`config.mk`:
```
export PLATFORM = sky130hd
export DESIGN_NAME = wdnmi_top
export DESIGN_NICKNAME = d
export VERILOG_FILES = /design/src/include/wdnmi_pkg.sv /design/src/rtl/wdnmi_tick_div.sv /design/src/rtl/wdnmi_nmi_gate.sv /design/src/rtl/wdnmi_top.sv
export VERILOG_INCLUDE_DIRS = /design/src /design/src/include
export SDC_FILE = /design/constraint.sdc
export NUM_CORES = 1
export LEC_CHECK = 0
export BUFFER_PORTS_ARGS = -buffer_cell sky130_fd_sc_hd__buf_2
export CORE_ASPECT_RATIO = 1.5
export CORE_MARGIN = 1
export CORE_UTILIZATION = 46
export DETAILED_ROUTE_END_ITERATION = 10
export PLACE_DENSITY = 0.73
export SLEW_MARGIN = 30
export SYNTH_ARGS = -nofsm -noshare
export SYNTH_HDL_FRONTEND = slang
export SYNTH_SLANG_ARGS = --single-unit
```
`constraint.sdc`:
```
create_clock -name clk -period 1.89 [get_ports clk]
set_clock_uncertainty 0.05 [all_clocks]
set_input_delay 0.2835 -clock clk [delete_from_list [all_inputs] [get_ports clk]]
set_output_delay 0.2835 -clock clk [all_outputs]
set_load 0.03 [all_outputs]
```
`src/include/wdnmi_consts.svh`:
```
`ifndef WDNMI_CONSTS_SVH
`define WDNMI_CONSTS_SVH
// Register bus shape
`define WDNMI_ADDR_W 16
`define WDNMI_DATA_W 4
// Register addresses
`define WDNMI_CTRL_ADDR 16'hff07
`define WDNMI_STAT_ADDR 16'hff08
`define WDNMI_MASK_ADDR 16'hff09
`define WDNMI_CNT_ADDR 16'hff0a
// Control field positions and reset values
`define WDNMI_BIT_RESTART 0
`define WDNMI_BIT_RUN 1
`define WDNMI_RUN_RST 1'b1
`define WDNMI_MASK_RST 4'h0
// Status and mask field positions
`define WDNMI_EV_TIMEOUT 0
`define WDNMI_EV_TAKEN 1
// Counter and tick timing
`define WDNMI_CNT_W 10
`define WDNMI_OSC_HZ 32768
`define WDNMI_TICK_HZ 256
`define WDNMI_OSC_DIV (`WDNMI_OSC_HZ / `WDNMI_TICK_HZ)
// Interrupt vector
`define WDNMI_PC_W 16
`define WDNMI_NMI_VECTOR 16'h0100
`endif

```
`src/include/wdnmi_pkg.sv`:
```
package wdnmi_pkg;
	// Interrupt gate states, one-hot
	typedef enum logic [1:0] {
		WDNMI_GATE_IDLE = 2'b01,
		WDNMI_GATE_PEND = 2'b10
	} wdnmi_gate_e;
endpackage

```
`src/rtl/wdnmi_tick_div.sv`:
```
`timescale 1ns/100ps
`include "wdnmi_consts.svh"
module wdnmi_tick_div #(
	parameter int DIV = `WDNMI_OSC_DIV
) (
	input wire logic clk, // System clock
	input wire logic reset_n, // Synchronous reset, active low
	input wire logic osc_pin, // Low-speed oscillator pin
	output logic tick_o // One-cycle 256 Hz enable
);
	localparam int CW = (DIV > 1) ? $clog2(DIV) : 1;
	localparam logic [CW-1:0] LAST = CW'(DIV - 1);

	logic sync1_r, sync2_r, prev_r;
	logic [CW-1:0] div_r, div_nxt;

	// Edge of the synchronised oscillator and divide-by-DIV wrap
	wire osc_rise = sync2_r & ~prev_r;
	wire div_wrap = osc_rise && (div_r == LAST);
	assign div_nxt = div_wrap ? '0 : (osc_rise ? div_r + 1'b1 : div_r);

	// Two-stage synchroniser, edge history and divider
	always_ff @(posedge clk) begin
		if (!reset_n) begin
			sync1_r <= 1'b0;
			sync2_r <= 1'b0;
			prev_r <= 1'b0;
			div_r <= '0;
			tick_o <= 1'b0;
		end else begin
			sync1_r <= osc_pin;
			sync2_r <= sync1_r;
			prev_r <= sync2_r;
			div_r <= div_nxt;
			tick_o <= div_wrap;
		end
	end

	AST_TICK_FROM_EDGE: assert property (@(posedge clk) disable iff (!reset_n)
		tick_o |-> $past(osc_rise) && ($past(div_r) == LAST))
		else $error("tick without a completed oscillator division");
endmodule

```
`src/rtl/wdnmi_nmi_gate.sv`:
```
`timescale 1ns/100ps
`include "wdnmi_consts.svh"
module wdnmi_nmi_gate (
	input wire logic clk, // System clock
	input wire logic reset_n, // Synchronous reset, active low
	input wire logic nmi_req, // Timeout pulse
	input wire logic cpu_halted, // Core sits in halt
	input wire logic cpu_boundary, // Core at an instruction boundary
	input wire logic sp_low_wr, // Low stack pointer half written
	input wire logic sp_high_wr, // High stack pointer half written
	output logic take_o, // Interrupt accepted, pulse
	output logic [`WDNMI_PC_W-1:0] vector_o, // Vector loaded on accept
	output logic wake_o, // Halt released, pulse
	output logic mask_o // Stack reload mask state
);
	wdnmi_pkg::wdnmi_gate_e state_r, state_nxt;
	logic seen_lo_r, seen_hi_r;

	// Stack pointer pairing; any lone half write masks again
	wire lo_seen = seen_lo_r | sp_low_wr;
	wire hi_seen = seen_hi_r | sp_high_wr;
	wire pair_done = lo_seen & hi_seen;
	wire mask_nxt = pair_done ? 1'b0 : ((sp_low_wr | sp_high_wr) ? 1'b1 : mask_o);
	// Accept ignores the interrupt-enable flag entirely
	wire take_w = (state_r == wdnmi_pkg::WDNMI_GATE_PEND) && !mask_o && (cpu_boundary || cpu_halted);

	// Pending state; a new request beside an accept keeps it pending
	always_comb begin
		state_nxt = state_r;
		unique case (state_r)
			wdnmi_pkg::WDNMI_GATE_IDLE: state_nxt = nmi_req ? wdnmi_pkg::WDNMI_GATE_PEND : wdnmi_pkg::WDNMI_GATE_IDLE;
			wdnmi_pkg::WDNMI_GATE_PEND: state_nxt = (take_w && !nmi_req) ? wdnmi_pkg::WDNMI_GATE_IDLE : state_r;
			default: state_nxt = wdnmi_pkg::WDNMI_GATE_IDLE;
		endcase
	end

	// Gate registers
	always_ff @(posedge clk) begin
		if (!reset_n) begin
			state_r <= wdnmi_pkg::WDNMI_GATE_IDLE;
			mask_o <= 1'b1;
			seen_lo_r <= 1'b0;
			seen_hi_r <= 1'b0;
			take_o <= 1'b0;
			wake_o <= 1'b0;
			vector_o <= '0;
		end else begin
			state_r <= state_nxt;
			mask_o <= mask_nxt;
			seen_lo_r <= lo_seen & ~pair_done;
			seen_hi_r <= hi_seen & ~pair_done;
			take_o <= take_w;
			wake_o <= take_w & cpu_halted;
			if (take_w)
				vector_o <= `WDNMI_NMI_VECTOR;
		end
	end

	AST_MASK_BLOCKS: assert property (@(posedge clk) disable iff (!reset_n)
		mask_o |=> !take_o)
		else $error("interrupt accepted in mask state");
	AST_VECTOR: assert property (@(posedge clk) disable iff (!reset_n)
		take_o |-> vector_o == `WDNMI_NMI_VECTOR)
		else $error("accept without the fixed vector");
	AST_HALT_WAKE: assert property (@(posedge clk) disable iff (!reset_n)
		(state_r == wdnmi_pkg::WDNMI_GATE_PEND) && !mask_o && cpu_halted |=> take_o && wake_o)
		else $error("halted core not woken by pending interrupt");
	AST_PAIR_UNMASK: assert property (@(posedge clk) disable iff (!reset_n)
		(sp_low_wr && !sp_high_wr && !seen_hi_r) ##1 (sp_high_wr && !sp_low_wr) |=> !mask_o)
		else $error("mask kept after stack pointer pair");
	COV_WAKE: cover property (@(posedge clk) disable iff (!reset_n) wake_o);
endmodule

```
`src/rtl/wdnmi_top.sv`:
```
// Design decision made here: strobed register access.
`timescale 1ns/100ps
`include "wdnmi_consts.svh"
// Overview of operation
// Counter advances on a 256 Hz tick divided from the low-speed oscillator.
// Run enable is one after reset, so counting starts with no software action.
// Timeout is measured by a ten-stage binary counter on the tick.
// Overflow of the last stage raises the non-maskable interrupt, about 3-4 s.
// Counting continues during halt; the interrupt releases the halt.
// The interrupt is accepted even with the interrupt-enable flag clear.
// Held off in mask state until both stack pointer halves are written.
// Acceptance vectors execution to the fixed address 0100h.
// Control register at watchdog_control: run enable bit 1, restart bit 0.
// Run enable zero stops the counter and suppresses the interrupt.
// Writing one to run enable starts counting; it reads back as written.
// Writing one to restart clears the counter; counting resumes from zero.
// Restart is write-only: zero does nothing, reads give zero.
// Upper two control bits ignore writes and read zero.
// Software must restart the watchdog within three seconds while enabled.
// Software not using it must clear run enable before the first timeout.
// Reset clears the counter; the request is one pulse; the counter wraps.
module wdnmi_top #(
	parameter int OSC_DIV = `WDNMI_OSC_DIV,
	parameter int CNT_W = `WDNMI_CNT_W
) (
	input wire logic clk, // 25 MHz system clock
	input wire logic reset_n, // Synchronous reset, active low
	input wire logic low_speed_oscillator, // Oscillator pin, asynchronous
	input wire logic [`WDNMI_ADDR_W-1:0] addr, // Register address
	input wire logic [`WDNMI_DATA_W-1:0] wr_data, // Write data
	input wire logic wr_en, // Write strobe
	input wire logic rd_en, // Read strobe
	output logic [`WDNMI_DATA_W-1:0] rd_data, // Read data, cycle after strobe
	input wire logic cpu_halted, // Core in halt
	input wire logic cpu_boundary, // Core at instruction boundary
	input wire logic sp_low_wr, // Low stack pointer half written
	input wire logic sp_high_wr, // High stack pointer half written
	output logic nmi_req, // Timeout request pulse
	output logic nmi_take, // Interrupt accepted pulse
	output logic [`WDNMI_PC_W-1:0] nmi_vector, // Accept vector
	output logic halt_release, // Halt release pulse
	output logic stack_mask, // Stack reload mask state
	output logic irq // Level interrupt
);
	localparam logic [CNT_W-1:0] CNT_LAST = '1;
	localparam int DW = `WDNMI_DATA_W;

	logic tick;
	logic run_en_r, run_en_nxt;
	logic [CNT_W-1:0] cnt_r, cnt_nxt;
	logic nmi_req_nxt;
	logic [DW-1:0] status_r, status_nxt;
	logic [DW-1:0] mask_r, mask_nxt;
	logic [DW-1:0] rd_nxt;
	logic irq_nxt;

	// Tick source from the oscillator pin
	wdnmi_tick_div #(
		.DIV(OSC_DIV)
	) u_tick (
		.clk(clk),
		.reset_n(reset_n),
		.osc_pin(low_speed_oscillator),
		.tick_o(tick)
	);

	// Acceptance by the core
	wdnmi_nmi_gate u_gate (
		.clk(clk),
		.reset_n(reset_n),
		.nmi_req(nmi_req),
		.cpu_halted(cpu_halted),
		.cpu_boundary(cpu_boundary),
		.sp_low_wr(sp_low_wr),
		.sp_high_wr(sp_high_wr),
		.take_o(nmi_take),
		.vector_o(nmi_vector),
		.wake_o(halt_release),
		.mask_o(stack_mask)
	);

	// Address decode
	wire sel_ctrl = (addr == `WDNMI_CTRL_ADDR);
	wire sel_stat = (addr == `WDNMI_STAT_ADDR);
	wire sel_mask = (addr == `WDNMI_MASK_ADDR);
	wire sel_cnt = (addr == `WDNMI_CNT_ADDR);
	wire wr_ctrl = wr_en && sel_ctrl;
	wire wr_mask = wr_en && sel_mask;
	wire rd_stat = rd_en && sel_stat;

	// Control writes; bits 3:2 are not stored at all
	wire restart = wr_ctrl && wr_data[`WDNMI_BIT_RESTART];
	assign run_en_nxt = wr_ctrl ? wr_data[`WDNMI_BIT_RUN] : run_en_r;

	// Counting: restart wins over a tick, run enable gates the tick
	wire advance = tick && run_en_r && !restart;
	wire overflow = advance && (cnt_r == CNT_LAST);
	assign cnt_nxt = restart ? '0 : (advance ? cnt_r + 1'b1 : cnt_r);
	assign nmi_req_nxt = overflow;

	// Sticky events; the set beats a clearing read
	wire [DW-1:0] events = (DW'(overflow) << `WDNMI_EV_TIMEOUT) | (DW'(nmi_take) << `WDNMI_EV_TAKEN);
	assign status_nxt = (rd_stat ? '0 : status_r) | events;
	assign mask_nxt = wr_mask ? wr_data : mask_r;
	assign irq_nxt = |(status_nxt & mask_nxt);

	// Read multiplexer; unmapped addresses read zero
	assign rd_nxt = !rd_en ? '0 :
		sel_ctrl ? DW'(run_en_r) << `WDNMI_BIT_RUN :
		sel_stat ? status_r :
		sel_mask ? mask_r :
		sel_cnt ? cnt_r[CNT_W-1 -: DW] :
		'0;

	// Control and counter state
	always_ff @(posedge clk) begin
		if (!reset_n) begin
			run_en_r <= `WDNMI_RUN_RST;
			cnt_r <= '0;
			nmi_req <= 1'b0;
		end else begin
			run_en_r <= run_en_nxt;
			cnt_r <= cnt_nxt;
			nmi_req <= nmi_req_nxt;
		end
	end

	// Register file outputs and interrupt line
	always_ff @(posedge clk) begin
		if (!reset_n) begin
			status_r <= '0;
			mask_r <= `WDNMI_MASK_RST;
			rd_data <= '0;
			irq <= 1'b0;
		end else begin
			status_r <= status_nxt;
			mask_r <= mask_nxt;
			rd_data <= rd_nxt;
			irq <= irq_nxt;
		end
	end

	// Checks on reset values
	AST_RESET_STATE: assert property (@(posedge clk)
		!reset_n |=> run_en_r && (cnt_r == '0) && !nmi_req)
		else $error("reset did not leave watchdog running from zero");

	// Checks on counting
	AST_ADVANCE: assert property (@(posedge clk) disable iff (!reset_n)
		tick && run_en_r && !restart |=> cnt_r == $past(cnt_r) + 1'b1)
		else $error("counter failed to advance on tick");
	AST_ONLY_ON_TICK: assert property (@(posedge clk) disable iff (!reset_n)
		!tick && !restart |=> cnt_r == $past(cnt_r))
		else $error("counter moved without a tick");
	AST_DISABLED_HOLD: assert property (@(posedge clk) disable iff (!reset_n)
		!run_en_r && !restart |=> (cnt_r == $past(cnt_r)) && !nmi_req)
		else $error("disabled watchdog moved or interrupted");
	AST_OVERFLOW_NMI: assert property (@(posedge clk) disable iff (!reset_n)
		tick && run_en_r && !restart && (cnt_r == CNT_LAST) |=> nmi_req && (cnt_r == '0))
		else $error("overflow did not raise request and wrap");
	AST_NMI_CAUSE: assert property (@(posedge clk) disable iff (!reset_n)
		nmi_req |-> $past(cnt_r) == CNT_LAST && $past(tick))
		else $error("request without overflow");
	AST_NMI_PULSE: assert property (@(posedge clk) disable iff (!reset_n)
		nmi_req |=> !nmi_req)
		else $error("request longer than one cycle");

	// Checks on register access
	AST_RESTART_CLEARS: assert property (@(posedge clk) disable iff (!reset_n)
		wr_en && sel_ctrl && wr_data[`WDNMI_BIT_RESTART] |=> (cnt_r == '0) && !nmi_req)
		else $error("restart did not clear the counter");
	AST_RUN_WRITE: assert property (@(posedge clk) disable iff (!reset_n)
		wr_en && sel_ctrl |=> run_en_r == $past(wr_data[`WDNMI_BIT_RUN]))
		else $error("run enable did not take the written value");
	AST_CTRL_READ: assert property (@(posedge clk) disable iff (!reset_n)
		rd_en && sel_ctrl |=> rd_data == ({2'b00, $past(run_en_r), 1'b0}))
		else $error("control read shows wrong bits");
	AST_IRQ_LEVEL: assert property (@(posedge clk) disable iff (!reset_n)
		irq == |$past(status_nxt & mask_nxt))
		else $error("interrupt line disagrees with status and mask");

	// Checks on the read port and the event registers
	AST_RD_IDLE_ZERO: assert property (@(posedge clk) disable iff (!reset_n)
		!rd_en |=> rd_data == '0)
		else $error("read data not zero outside a read");
	AST_UNMAPPED_READ: assert property (@(posedge clk) disable iff (!reset_n)
		rd_en && !(sel_ctrl || sel_stat || sel_mask || sel_cnt) |=> rd_data == '0)
		else $error("unmapped read returned data");
	AST_CNT_READ: assert property (@(posedge clk) disable iff (!reset_n)
		rd_en && sel_cnt |=> rd_data == $past(cnt_r[CNT_W-1 -: DW]))
		else $error("counter view read shows wrong bits");
	AST_STAT_READ: assert property (@(posedge clk) disable iff (!reset_n)
		rd_stat |=> rd_data == $past(status_r))
		else $error("status read shows wrong bits");
	AST_STAT_SET_WINS: assert property (@(posedge clk) disable iff (!reset_n)
		overflow |=> status_r[`WDNMI_EV_TIMEOUT])
		else $error("timeout event lost against a clearing read");
	AST_STAT_STICKY: assert property (@(posedge clk) disable iff (!reset_n)
		!rd_stat && status_r[`WDNMI_EV_TIMEOUT] |=> status_r[`WDNMI_EV_TIMEOUT])
		else $error("timeout status cleared without a read");
	AST_MASK_WRITE: assert property (@(posedge clk) disable iff (!reset_n)
		wr_mask |=> mask_r == $past(wr_data))
		else $error("mask register did not take the written value");
	AST_NMI_NEEDS_RUN: assert property (@(posedge clk) disable iff (!reset_n)
		nmi_req |-> $past(run_en_r) && !$past(restart))
		else $error("request while disabled or restarted");
	AST_HALT_COUNTS: assert property (@(posedge clk) disable iff (!reset_n)
		cpu_halted && tick && run_en_r && !restart |=> cnt_r != $past(cnt_r))
		else $error("counter stopped during halt");

	// Main scenarios
	COV_TIMEOUT: cover property (@(posedge clk) disable iff (!reset_n) nmi_req);
	COV_RESTART_ON_TICK: cover property (@(posedge clk) disable iff (!reset_n) restart && tick);
	COV_IRQ: cover property (@(posedge clk) disable iff (!reset_n) $rose(irq));
	COV_HALT_TIMEOUT: cover property (@(posedge clk) disable iff (!reset_n) cpu_halted && nmi_req);
endmodule

```
==> out/results.ini <==
[grt]
grt-ovfl-total = 0
grt_antenna_before_repair = 0
grtUsageTotal_pct = 17.26
grt_util_met1_pct = 19.25
grt_pass1_wl_um = 6265
busiest_layer = met2
met3_usage_pct = 3.738
met2_usage_pct = 31.08
grt_max_degree = 15
grt_pass1_vias = 1467

[detailed_routing]
wl_um = 3747
viasPerCell = 5.217
num_vias = 1659
dr.pass1.iters = 4
wl_per_cell_um = 11.78
antenna_left = 0
drtIter0Drc = 34
drc = 0

[clocking]
cts_resized = 0
cts_buffers = 5
clkTransAtPathRegs_ps = 80
post_cts_buffers = 0
clock-root-buffer = clkbuf_8
clk_latency_ps = 290
clock_sinks = 44
cts_tree = done
h-tree-depth = 2
ctsHoldBuffers = 0
clockBufferDepth = 2

[synth]
synth_seq_cells = 44
synth_edf_count = 0
synth_compound_area_share_pct = 11.18
synthAdderAreaFrac_pct = 1.263
syn-cell-area_um2 = 1981
synth_ff_type = dfxtp_1
synthCells = 221
synth-simple-area-share_pct = 26.60
synth_top_area_share_pct = 44.47
yosysSeqAreaShare_pct = 44.47
async_flop_share_pct = 0
ys_top_cells_by_count = dfxtp_1 (44), nor2_1 (29), buf_4 (17), nand2_1 (15), a21oi_1 (10)
synth_mux_area_share_pct = 3.032
post-synth-top-count-cell = dfxtp_1
synth_top_family_by_area = simple AND/OR/NAND/NOR gates
synth_top_area_cell = dfxtp_1
yosys_warnings = 0
avgSynthCellArea_um2 = 8.962
synth_area_leaders = dfxtp_1 (44%), buf_4 (6.4%), nor2_1 (5.5%), xor2_1 (3.1%), mux2i_1 (3.0%)
synthXorXnorAreaFrac_pct = 4.864
synth.distinct_cells = 44

[floorplan]
start_util_pct = 49.16
ios = 54
fp.coreArea_um2 = 4029
die_h_um = 82.37
dieArea_um2 = 4577
num_rows = 28
die-width_um = 55.58

[finish]
drive_gt1_share_pct = 23.08
n_antenna_cell = 0
areaGrowthSynthToFinish_pct = 18.00
final_area_um2 = 2337
utilization_pct = 58.01
final_nets = 303
fin_cells = 318

[critical_path]
start_kind = input pin
critical_path_arrival_ps = 1750
cp.required_ps = 2010
critPathMaxStageDelay_ps = 540
crit_chain = buf_2, or4b_4, nor3_4, buf_4, a21boi_0, o21ai_0, nand4_1
crit_fanout = 11
slowest_stage = or4b_4
critPathBufInv = 2
path_delay_family = simple AND/OR/NAND/NOR gates
cp-startpoint = addr[5]
criticalPathCategory = input pin to flop
end_kind = flop
rr_startpoint = cnt_r[3]

[timing]
fmax_mhz = 614.4
setup_viol = 0
fin_crit_sh_pct = 86.11
rsz0062_at_grt = false
period_minus_slack_ps = 1628
hold_violations = 0
final_max_slew_viol_count = 0

[job]
drv_cap = 0

[pwr]
p_int_w = 0.001369
seq_power_share_pct = 52.9
power.share.clock_pct = 39.7
power_frac_comb_pct = 7.5
ir_drop_uv = 637.8
p_switching_w = 0.0004070
p_per_area_nw_per_um2 = 759.9
power_w = 0.001776
switching_share_pct = 22.92
leakage_nw = 1.006

[placed_design]
place_congestion = 0.7888
dp_cells = 310
portBuffers = 38
dp_hpwl_um = 2874
place_area_um2 = 2226

[min_path]
hold_class = input pin to flop
worstHoldStart = sp_low_wr

[run_status]
outcome = finished clean

-- final timing paths --
kind,to,slack (ps),cells after the start
min reg2reg,u_tick.sync2_r,390,1
max reg2reg,cnt_r[9],350,4
min,u_gate.seen_hi_r,120,2
max,irq,260,7
-- power groups by stage --
stage	clock network [W]	logic (W)	registers, W
floorplan	0	0.000105	0.000962
global placement	0	0.000131	0.000960
detailed placement	0	0.000132	0.000961
CTS	0.000725	0.000133	0.000939
global route	0.000751	0.000144	0.000940
finish	0.000705	0.000132	0.000939
-- state kept, by name (all words and copies together) (netlist names), 2 cells and up --
signal          cells
mask_r              4
status_r            4
u_gate.state_r      2
cnt_r              10
rd_data             4
u_tick.div_r        7
-- metrics by stage --
step	setup slack (ps)	setup TNS (ps)	hold WS, ps
after floorplan	43.99	0	312.0
after global placement	-45.75	-344.6	364.9
after detailed placement	-63.83	-596.5	372.0
after CTS	251.8	0	115.9
after global routing	60.91	0	134.9
final	262.5	0	122.1
-- cells in the final DEF (no fill, tap or decap), types with 2 or more instances in the layout --
cell      instances
dfxtp_1          44
buf_2            38
nor2_1           29
nand2_1          15
conb_1           15
buf_4            13
a21oi_1          10
nand3_1           9
o21ai_0           7
and3_1            7
xor2_1            7
nand4_1           6
mux2i_1           6
a21boi_0          5
clkbuf_8          5
and2_1            4
o21a_1            4
xnor2_1           4
nor3_1            3
inv_1             3
and4_1            3
a211oi_1          3
nor2b_1           3
nand3b_1          2
nor4_1            2
nor4b_1           2
or3_1             2
o31ai_1           2
or4_1             2
ha_1              2
-- worst register-to-register path, stage by stage (launching register included) --
cell	delay [ps]
dfxtp_1	420
and4_1	230
nand3_1	140
or4_1	500
a21oi_1	140
-- layer usage --
metal,vias up,wire length (um)
met1,773,1592
met4,0,74
met2,35,1937
met3,7,143
li1,844,-
met5,-,0
-- logic make-up after synthesis --
kind of cell             Yosys count
flip-flops                        44
adder cells (fa/ha/maj)            2
multiplexers                       6
AO/OA/AOI/OAI                     35
XOR/XNOR                          11
AND/OR/NAND/NOR                   97
other                              1
buffers and inverters             25
-- final cells by class --
cell class / instances / area, um^2
Timing Repair Buffer: 51 / 287.8
Fill cell: 367 / 1692
Inverter: 4 / 15.01
Clock inverter: 3 / 42.54
Clock buffer: 5 / 68.82
Multi-Input combinational cell: 166 / 985.9
Sequential cell: 44 / 880.8
Tap cell: 45 / 56.30
(Power assumes the default switching activity.)
